$ cat src/verilog/gsom_params.svh
// Offsets, field positions, reset values and the nominal ring oscillator rate for the status/mode pair
`ifndef GSOM_PARAMS_SVH
`define GSOM_PARAMS_SVH

// ********************
// Register offsets
// ********************
`define ADDR_GLOBAL_STATUS 12'h000
`define ADDR_OPERATING_MODE_ZERO 12'h001
`define ADDR_VIRTUAL_BASE 12'h080
`define ADDR_VIRTUAL_SFR 12'h0C0

// ********************
// Status field positions
// ********************
`define ST_CRYSTAL_FAILED 6
`define ST_POWER_ON_RESET 5
`define ST_WATCHDOG_RESET 4
`define ST_CURRENT_ORDER 3
`define ST_VOLTAGE_ORDER 2
`define ST_SECOND_REVERSE 1
`define ST_FIRST_REVERSE 0

// ********************
// Mode field positions, reset values and write mask
// ********************
`define OM_EXTERNAL_CLOCK 4
`define OM_FIRMWARE_RESTART 3
`define OM_PROCESSING_DISABLE 2
`define OM_LOW_POWER 1
`define STATUS_RESET 8'h00
`define MODE_RESET 8'h00
`define MODE_WRITE_MASK 8'h1E

// ********************
// Nominal ring oscillator rate
// ********************
`define RING_FREQ_MHZ 1

`endif

$ cat src/verilog/gsom_pkg.sv
// Types shared by the status/mode register block
package gsom_pkg;

	// Host register access request
	typedef struct packed {
		logic wr;
		logic rd;
		logic [11:0] addr;
		logic [7:0] wdata;
	} host_req_s;

	// Live device conditions that feed the status register
	typedef struct packed {
		logic crystal_failed;
		logic current_phase_order;
		logic voltage_phase_order;
		logic second_pulse_reverse;
		logic first_pulse_reverse;
	} dev_cond_s;

	// Cause of the reset that was just released
	typedef enum logic [1:0] {
		CAUSE_NONE = 2'b00,
		CAUSE_POR = 2'b01,
		CAUSE_WDT = 2'b10
	} reset_cause_e;

	// Firmware restart sequencing
	typedef enum logic [1:0] {
		RST_IDLE = 2'b00,
		RST_REQ = 2'b01,
		RST_WAIT = 2'b10
	} restart_state_e;

endpackage : gsom_pkg

$ cat src/verilog/global_status_opmode_regs.sv
// Global status and operating mode register pair of the metering front end
`timescale 1ns/1ps
`include "gsom_params.svh"

module global_status_opmode_regs
	import gsom_pkg::*;
(
	// Clock and reset
	input wire logic core_clk_i,
	input wire logic rst_i,
	// Host register access
	input wire host_req_s req_i,
	output logic [7:0] rdata_o,
	output logic rvalid_o,
	// Reset cause, sampled in the first cycle after release
	input wire reset_cause_e reset_cause_i,
	// Live device conditions
	input wire dev_cond_s cond_i,
	// Restart handshake with the firmware core
	input wire logic restart_done_i,
	output logic firmware_restart_o,
	// Clocking and processing controls
	output logic external_clock_select_o,
	output logic crystal_osc_enable_o,
	output logic processing_disable_o,
	output logic low_power_clocking_o,
	// Degraded operation indications
	output logic energy_inaccurate_o,
	output logic serial_slow_o
);

	// ********************
	// Address decode
	// ********************
	// Decode is pure combinational so a write lands on the next edge
	wire logic sel_status = req_i.addr == `ADDR_GLOBAL_STATUS;
	wire logic sel_mode = req_i.addr == `ADDR_OPERATING_MODE_ZERO;
	wire logic sel_virtual = req_i.addr >= `ADDR_VIRTUAL_BASE;
	wire logic wr_status = req_i.wr & sel_status;
	wire logic wr_mode = req_i.wr & sel_mode & ~sel_virtual;

	// ********************
	// State
	// ********************
	logic [7:0] global_status;
	logic [7:0] operating_mode_zero;
	logic power_on_reset_flag;
	logic watchdog_reset_flag;
	logic cause_taken;
	restart_state_e restart_state;
	restart_state_e next_restart_state;
	logic [7:0] next_mode;
	logic [7:0] read_mux;

	// ********************
	// Reset cause flags
	// ********************
	// The cause arrives on a port, so it is caught by a clocked process
	// in the first cycle after release, never by the reset itself.
	// Cause capture has priority over a host clear in the same cycle.
	wire logic take_cause = ~cause_taken;
	wire logic set_por = take_cause & (reset_cause_i == CAUSE_POR);
	wire logic set_wdt = take_cause & (reset_cause_i == CAUSE_WDT);
	wire logic clr_por = wr_status & ~req_i.wdata[`ST_POWER_ON_RESET];
	wire logic clr_wdt = wr_status & ~req_i.wdata[`ST_WATCHDOG_RESET];
	// A firmware restart counts as a power-on for reporting purposes
	wire logic restart_por = restart_state == RST_WAIT & restart_done_i;

	always_ff @(posedge core_clk_i or posedge rst_i)
	begin
		if (rst_i)
			cause_taken <= 1'b0;
		else
			cause_taken <= 1'b1;
	end

	// Power-on flag: set wins over host clear
	always_ff @(posedge core_clk_i or posedge rst_i)
	begin
		if (rst_i)
			power_on_reset_flag <= 1'b0;
		else if (set_por | restart_por)
			power_on_reset_flag <= 1'b1;
		else if (clr_por)
			power_on_reset_flag <= 1'b0;
	end

	// Watchdog flag: set wins over host clear
	always_ff @(posedge core_clk_i or posedge rst_i)
	begin
		if (rst_i)
			watchdog_reset_flag <= 1'b0;
		else if (set_wdt)
			watchdog_reset_flag <= 1'b1;
		else if (clr_wdt)
			watchdog_reset_flag <= 1'b0;
	end

	// ********************
	// Status register assembly
	// ********************
	// Live conditions are registered once; bit 7 stays zero
	always_ff @(posedge core_clk_i or posedge rst_i)
	begin
		if (rst_i)
			global_status <= `STATUS_RESET;
		else
		begin
			global_status[7] <= 1'b0;
			global_status[`ST_CRYSTAL_FAILED] <= cond_i.crystal_failed;
			global_status[`ST_POWER_ON_RESET] <= power_on_reset_flag;
			global_status[`ST_WATCHDOG_RESET] <= watchdog_reset_flag;
			global_status[`ST_CURRENT_ORDER] <= cond_i.current_phase_order;
			global_status[`ST_VOLTAGE_ORDER] <= cond_i.voltage_phase_order;
			global_status[`ST_SECOND_REVERSE] <= cond_i.second_pulse_reverse;
			global_status[`ST_FIRST_REVERSE] <= cond_i.first_pulse_reverse;
		end
	end

	// ********************
	// Firmware restart sequencer
	// ********************
	// Request goes out, then the bit is held until the core reports done
	always_comb
	begin
		next_restart_state = restart_state;
		case (restart_state)
			RST_IDLE:
				if (operating_mode_zero[`OM_FIRMWARE_RESTART])
					next_restart_state = RST_REQ;
			RST_REQ:
				next_restart_state = RST_WAIT;
			RST_WAIT:
				if (restart_done_i)
					next_restart_state = RST_IDLE;
			default:
				next_restart_state = RST_IDLE;
		endcase
	end

	always_ff @(posedge core_clk_i or posedge rst_i)
	begin
		if (rst_i)
			restart_state <= RST_IDLE;
		else
			restart_state <= next_restart_state;
	end

	// ********************
	// Mode register
	// ********************
	// Self-clear of the restart bit wins over a host rewrite
	always_comb
	begin
		next_mode = operating_mode_zero;
		if (wr_mode)
			next_mode = req_i.wdata & `MODE_WRITE_MASK;
		if (restart_por)
			next_mode[`OM_FIRMWARE_RESTART] = 1'b0;
	end

	always_ff @(posedge core_clk_i or posedge rst_i)
	begin
		if (rst_i)
			operating_mode_zero <= `MODE_RESET;
		else
			operating_mode_zero <= next_mode;
	end

	// ********************
	// Read path
	// ********************
	// Unmapped and virtual addresses read zero here; the virtual map
	// is served elsewhere and is never writable through this block.
	assign read_mux = sel_status ? global_status :
		sel_mode ? operating_mode_zero : 8'h00;

	always_ff @(posedge core_clk_i or posedge rst_i)
	begin
		if (rst_i)
		begin
			rdata_o <= 8'h00;
			rvalid_o <= 1'b0;
		end
		else
		begin
			rdata_o <= req_i.rd ? read_mux : 8'h00;
			rvalid_o <= req_i.rd;
		end
	end

	// ********************
	// Control outputs
	// ********************
	// Registered so every output comes from a flip-flop
	always_ff @(posedge core_clk_i or posedge rst_i)
	begin
		if (rst_i)
		begin
			firmware_restart_o <= 1'b0;
			external_clock_select_o <= 1'b0;
			crystal_osc_enable_o <= 1'b1;
			processing_disable_o <= 1'b0;
			low_power_clocking_o <= 1'b0;
			energy_inaccurate_o <= 1'b0;
			serial_slow_o <= 1'b0;
		end
		else
		begin
			firmware_restart_o <= restart_state == RST_REQ;
			external_clock_select_o <=
				operating_mode_zero[`OM_EXTERNAL_CLOCK];
			crystal_osc_enable_o <=
				~operating_mode_zero[`OM_EXTERNAL_CLOCK];
			processing_disable_o <=
				operating_mode_zero[`OM_PROCESSING_DISABLE];
			// Host must retune crystal settings after this switch
			low_power_clocking_o <=
				operating_mode_zero[`OM_LOW_POWER];
			energy_inaccurate_o <= global_status[`ST_CRYSTAL_FAILED];
			serial_slow_o <= global_status[`ST_CRYSTAL_FAILED];
		end
	end

endmodule : global_status_opmode_regs

$ cat config.mk
export PLATFORM = sky130hd
export DESIGN_NAME = global_status_opmode_regs
export DESIGN_NICKNAME = d
export VERILOG_FILES = /design/src/verilog/gsom_pkg.sv /design/src/verilog/global_status_opmode_regs.sv
export VERILOG_INCLUDE_DIRS = /design/src /design/src/verilog
export SDC_FILE = /design/constraint.sdc
export NUM_CORES = 1
export LEC_CHECK = 0
export BUFFER_PORTS_ARGS = -buffer_cell sky130_fd_sc_hd__buf_2
export CORE_UTILIZATION = 25
export CTS_BUF_LIST = sky130_fd_sc_hd__clkbuf_4 sky130_fd_sc_hd__clkbuf_8
export CTS_CLUSTER_SIZE = 12
export DETAILED_ROUTE_END_ITERATION = 8
export PLACE_DENSITY_LB_ADDON = 0.1
export SKIP_CTS_REPAIR_TIMING = 1
export SLEW_MARGIN = 20
export SYNTH_ARGS = -nofsm -noshare
export SYNTH_HDL_FRONTEND = slang
export SYNTH_SLANG_ARGS = --single-unit
$ cat constraint.sdc
create_clock -name core_clk_i -period 2 [get_ports core_clk_i]
set_input_delay 0.3 -clock core_clk_i [delete_from_list [all_inputs] [get_ports core_clk_i]]
set_output_delay 0.3 -clock core_clk_i [all_outputs]
set_load 0.05 [all_outputs]
==> metrics.csv, run 1 <==
stage;metric;value;unit
outcome;status;completed;
layout;nets;162;
sta;relSlewSlack;0.637;
sta;rsz0062_at_grt;no;
setup_path;crit_chain;buf_2 -> or4_1 -> o41ai_1 -> o311ai_1;
routing;routed.top_layer;met4;
sta;hold_ws;0.0530;ns
layout;num-fill-cells;419;
routing;dr.pass1.iters;5;
routing;drc;0;
yosys;syn_area_per_cell;14.0;um2
yosys;yosysUniqueCellTypes;28;
routing;wl_per_cell;12.4;um
layout;num_antenna_cells;0;
yosys;ys_ff_latch;30;
yosys;synth-async-reset-ratio;1.00;
cts;clockBufferDepth;2;
setup_path;cpMaxStageDelayCell;or4_1;
sta;drv_slew;0;
setup_path;setup.worst_path.class;in -> reg;
sta;setup_viol;0;
sta;min_period;1.46;ns
yosys;synth_edf_count;0;
setup_path;r2r-end;restart_state[1];
die;ios;48;
setup_path;worstSetupEndpointType;register;
cts;cts_inserted_buffers;5;
global_routing;grt_overflow_total;0;
layout;drive_above_1_share;0.489;
pwr;ir_worst_vdd;0.247;mV
global_routing;grt_max_degree;17;
layout;stdcell_count;181;
cts;clk_pin_slew;0.06;ns
hold_path;hold_class;in -> async;
sta;max_freq;683;MHz
global_routing;grt_usage;0.117;
yosys;synth_nets;111;
sta;tns;0;ns
layout;mostFrequentLayoutCells;buf_2 (43), dfrtp_1 (29), nor2_1 (6), clkbuf_8 (6), a22oi_1 (4);
routing;drt_iter0_drc;52;
placed_design;place_inst;173;
placed_design;port_buffers;43;
setup_path;critPathTopFamily;compound AO/OA/AOI/OAI gates;
placed_design;routabilityCongestion;0.683;
yosys;synth_area;0.00110;mm2
cts;clk_latency;0.28;ns
setup_path;cp-startpoint;req_i[9];
cts;cts_sinks;30;
cts;cts_tree;built;
routing;wl;2.25;mm
layout;area_delta_synth_final;34.7;%
setup_path;critPathBufInv;1;
routing;drt-met1-wl;904;um
global_routing;grt_pass1_vias;801;
routing;vias_per_cell;4.33;
sta;fin_crit_sh;0.732;
die;rows;23;
die;core-area;0.00412;mm2
die;initial_core_util;0.268;
setup_path;startpoint_type;input pin;
die;fp.dieH;68.5;um
placed_design;postPlaceCellArea;0.00139;mm2
routing;dr_wl_met2;1.11;mm
cts;cts_root_buf;clkbuf_8;
yosys;synthCells;79;
sta;hold_violations;0;
setup_path;cp_data_arrival_time;1.59;ns
yosys;seq_area_frac_synth;0.681;
yosys;synth_ff_type;dfrtp_1;
setup_path;crit_path_max_fanout;3;
global_routing;antenna_found_initial;0;
pwr;cellLeakagePower;0.000741;uW
pwr;pwr_density_cell;820;mW/mm2
placed_design;dp_hpwl;1.81;mm
global_routing;grt_pass1_wl;3.73;mm
routing;met3_length;186;um
yosys;yosysWarnings;0;
die;die_w;68.5;um
pwr;finalPower;1220;uW
layout;final_cell_area;0.00149;mm2
sta;finalClockSkew;0.00436;ns
setup_path;rr_startpoint;restart_state[0];
setup_path;r2r_cells;2;
setup_path;rrSetupSlack;1.06;ns
routing;dr_total_vias;784;
die;fp.dieArea;0.00469;mm2
run;cap_violations;0;
setup_path;cp_slowest_stage_delay;0.56;ns
sta;worst_pin_slew;0.544;ns
cts;ctsHtreeMaxLevel;2;
layout;layout_commonest_cell;buf_2;
routing;final_antenna_net_count;0;
setup_path;worstPathRequired;2.13;ns
-- how the worst max path moves through the flow --
stage / end / slack [ns] / cells after the start
2_1_floorplan: power_on_reset_flag / 0.58 / 3
3_3_place_gp: power_on_reset_flag / 0.32 / 4
3_5_place_dp: rdata_o[0] / 0.30 / 4
4_1_cts: rdata_o[0] / 0.59 / 4
5_1_grt: rdata_o[0] / 0.47 / 4
6_report: power_on_reset_flag / 0.54 / 4
-- cell type report --
type	count	area, um2	area share
clock buffer	8	97.6	0.0656
inverter	3	11.3	0.00757
multi-input combinational	44	327	0.220
sequential	30	752	0.505
tap	50	62.6	0.0421
timing repair buffer	46	238	0.160
-- power by group --
| part | internal (uW) | switching (uW) | total [uW] |
|---|---|---|---|
| Sequential | 617 | 3.25 | 620 |
| Combinational | 32.8 | 52.6 | 85.4 |
| Clock | 307 | 208 | 515 |
| Total | 957 | 264 | 1220 |
-- cells in the mapped netlist, drive strengths merged (2+ instances only) --
cell type   n  share of area
conb        2         0.0068
or2         2          0.011
or4         2          0.017
nor4b       2          0.029
nand4       2          0.011
buf         2          0.014
nand2       2         0.0068
nor2        6          0.020
mux2        3          0.031
dfrtp      29           0.66
nor3b       3          0.020
inv         3          0.010
nor4        3          0.017
a22oi       4          0.027
and2        3          0.017
-- registers in the layout (all words and copies together) (netlist names) --
name                     count
cause_taken                  1
crystal_osc_enable_o         1
external_clock_select_o      1
firmware_restart_o           1
global_status                7
low_power_clocking_o         1
operating_mode_zero          4
power_on_reset_flag          1
processing_disable_o         1
rdata_o                      7
restart_state                2
rvalid_o                     1
serial_slow_o                1
watchdog_reset_flag          1
-- per-layer routing --
metal | GRT usage | vias to the layer above
li1 | - | 379
met1 | 0.137 | 367
met2 | 0.179 | 33
met3 | 0.0517 | 5
met4 | 0.0625 | 0
met5 | 0 | -
-- cells by family after synthesis --
kind of cell	synth area share
buffers and inverters	0.0238
flip-flops	0.681
AND/OR/NAND/NOR	0.198
AO/OA/AOI/OAI	0.0510
multiplexers	0.0396
other	0.00680
-- metrics by stage --
stage	setup WS, ns	util
2_1_floorplan	0.577	-
3_3_place_gp	0.316	0.338
3_5_place_dp	0.300	0.338
4_1_cts	0.594	0.362
5_1_grt	0.471	0.362
6_report	0.536	0.362
-- worst register-to-register path: cells and delay by family, from the launching register on --
kind | cells | cell delay, ns
and+or+nand+nor | 2 | 0.44
DFF | 1 | 0.40
Power figures use the tool's default switching activity.
==> run 2, diff against run 1 <==
Settings changed: ABC_AREA set to 1.
Clock period 2 ns to 1.25 ns, I/O delays scaled along.
==> metrics.csv, run 2 <==
stage;metric;value;unit
outcome;status;complete, but fails checks;
outcome;violations;negative hold slack;
cts;cts_inserted_buffers;5;
yosys;ys_ff_latch;30;
yosys;yosysWarnings;0;
setup_path;cp_slowest_stage_delay;0.51;ns
layout;reg.largest.list;global_status (7), rdata_o (7), operating_mode_zero (4);
die;fp.dieArea;0.00518;mm2
global_routing;grt_pass1_wl;4.08;mm
die;ios;48;
routing;wl_per_cell;9.79;um
sta;drv_slew;0;
die;core-area;0.00472;mm2
routing;drt_iter0_drc;51;
sta;finalClockSkew;0.00243;ns
hold_path;hold_class;in -> async;
routing;wl;2.33;mm
yosys;syn_area_per_cell;10.5;um2
global_routing;grt_overflow_total;0;
layout;num_antenna_cells;0;
setup_path;cpMaxStageDelayCell;dfstp_2;
yosys;synth_edf_count;0;
routing;dr_total_vias;902;
setup_path;startpoint_type;register;
yosys;synth_area;0.00122;mm2
setup_path;setup.worst_path.class;reg -> out;
die;initial_core_util;0.259;
sta;rsz0062_at_grt;no;
placed_design;routabilityCongestion;0.717;
sta;max_freq;838;MHz
layout;area_delta_synth_final;35.1;%
die;die_w;72.0;um
run;cap_violations;0;
cts;clk_pin_slew;0.06;ns
global_routing;antenna_found_initial;0;
sta;hold_violations;29;
cts;cts_tree;built;
setup_path;rrSetupSlack;0.37;ns
global_routing;grt_usage;0.108;
global_routing;grt_pass1_vias;959;
yosys;synthCells;117;
yosys;synth_area_leaders;dfrtp_1 (59%), inv_1 (7.1%), nand2_1 (5.2%);
yosys;yosysTopAreaCell;dfrtp_1;
cts;ctsHtreeMaxLevel;2;
die;rows;25;
pwr;finalPower;1950;uW
layout;mostFrequentLayoutCells;buf_2 (42), dfrtp_1 (29), inv_1 (23);
cts;cts_sinks;30;
routing;vias_per_cell;3.79;
sta;setup_viol;0;
placed_design;dp_hpwl;1.75;mm
setup_path;critPathTopFamily;flip-flops;
setup_path;critPathBufInv;1;
pwr;pwr_density_cell;1180;mW/mm2
layout;layout_commonest_cell;buf_2;
yosys;seq_area_frac_synth;0.615;
sta;fin_crit_sh;0.955;
cts;cts_root_buf;clkbuf_8;
layout;num-fill-cells;498;
pwr;cellLeakagePower;0.000931;uW
setup_path;cp_data_arrival_time;1.01;ns
setup_path;worstPathRequired;1.06;ns
yosys;yosysMostFrequentCell;dfrtp_1;
global_routing;grt_max_degree;31;
pwr;ir_worst_vdd;0.436;mV
layout;nets;202;
yosys;yosysUniqueCellTypes;21;
yosys;synth_nets;149;
setup_path;worstSetupEndpointType;output pin;
yosys;synthTopCellsByCount;dfrtp_1 (29), inv_1 (23), nand2_1 (17);
routing;dr.pass1.iters;4;
layout;drive_above_1_share;0.404;
yosys;synth_ff_type;dfrtp_1;
placed_design;port_buffers;43;
routing;final_antenna_net_count;0;
routing;drc;0;
sta;tns;0;ns
sta;min_period;1.19;ns
sta;hold_ws;-0.0350;ns
setup_path;crit_chain;clkbuf_4;
cts;clockBufferDepth;2;
die;fp.dieH;72.0;um
setup_path;crit_path_max_fanout;1;
yosys;synth-async-reset-ratio;1.00;
cts;clk_latency;0.28;ns
yosys;yosysTopAreaCellShare;0.593;
==> run 2: changes by cell type after synthesis, moves of 3 or more <==
cell     change
inv_1       +20
nand2_1     +15
nor2_1       +6
nand3_1      +5
nand4_1      +5
a22oi_1      -4
o21ai_2      +4
and2_1       -3
mux2_2       -3
nor2_2       +3
nor3b_1      -3
nor4_1       -3
==> run 2: cells by family after synthesis <==
kind of cell | synth area share
buffers and inverters | 0.0828
other | 0.00614
AO/OA/AOI/OAI | 0.0450
AND/OR/NAND/NOR | 0.252
flip-flops | 0.615
==> run 2: cell type report <==
type / count / area [um2] / area share
clock buffers: 6 / 82.6 / 0.0500
well taps: 67 / 83.8 / 0.0507
flip-flops and latches: 30 / 752 / 0.455
repair buffers: 48 / 265 / 0.160
multi-input cells: 62 / 370 / 0.224
inverters: 23 / 86.3 / 0.0522
clock inverters: 2 / 12.5 / 0.00757
==> run 2: routing by layer <==
| layer | vias to the layer above | share of wire | global-route usage |
|---|---|---|---|
| li1 | 460 | - | - |
| met1 | 414 | 0.41 | 0.113 |
| met2 | 22 | 0.52 | 0.183 |
| met3 | 6 | 0.058 | 0.0542 |
| met4 | 0 | 0.016 | 0.0458 |
| met5 | - | 0 | 0 |
==> run 2: stage by stage <==
step                      cells   util  area (um2)  worst slack [ns]
after floorplan             117      -        1220             0.176
after global placement      226  0.321        1520             0.168
after detailed placement    226  0.321        1520             0.160
after CTS                   234  0.341        1610           0.00955
after global routing        238  0.350        1650            0.0151
final                       238  0.350        1650            0.0566
==> run 2: path summary, 6_finish.rpt <==
kind                                   endpoint  cells after the start            startpoint
setup reg to reg            power_on_reset_flag                      5      restart_state[0]
hold / removal                 restart_state[0]                      3                 rst_i
setup / recovery           crystal_osc_enable_o                      1  crystal_osc_enable_o
min in group core_clk_i        global_status[1]                      1             cond_i[1]
max in group asynchronous  crystal_osc_enable_o                      3                 rst_i
hold reg to reg                global_status[4]                      0   watchdog_reset_flag
==> run 2: report_power, final <==
part | internal [uW] | total [uW] | leakage (uW) | switching (uW)
combinational | 62.4 | 166 | 0.000507 | 104
sequential | 986 | 991 | 0.000376 | 4.95
clock | 441 | 797 | 0.0000472 | 355
total | 1490 | 1950 | 0.000931 | 464
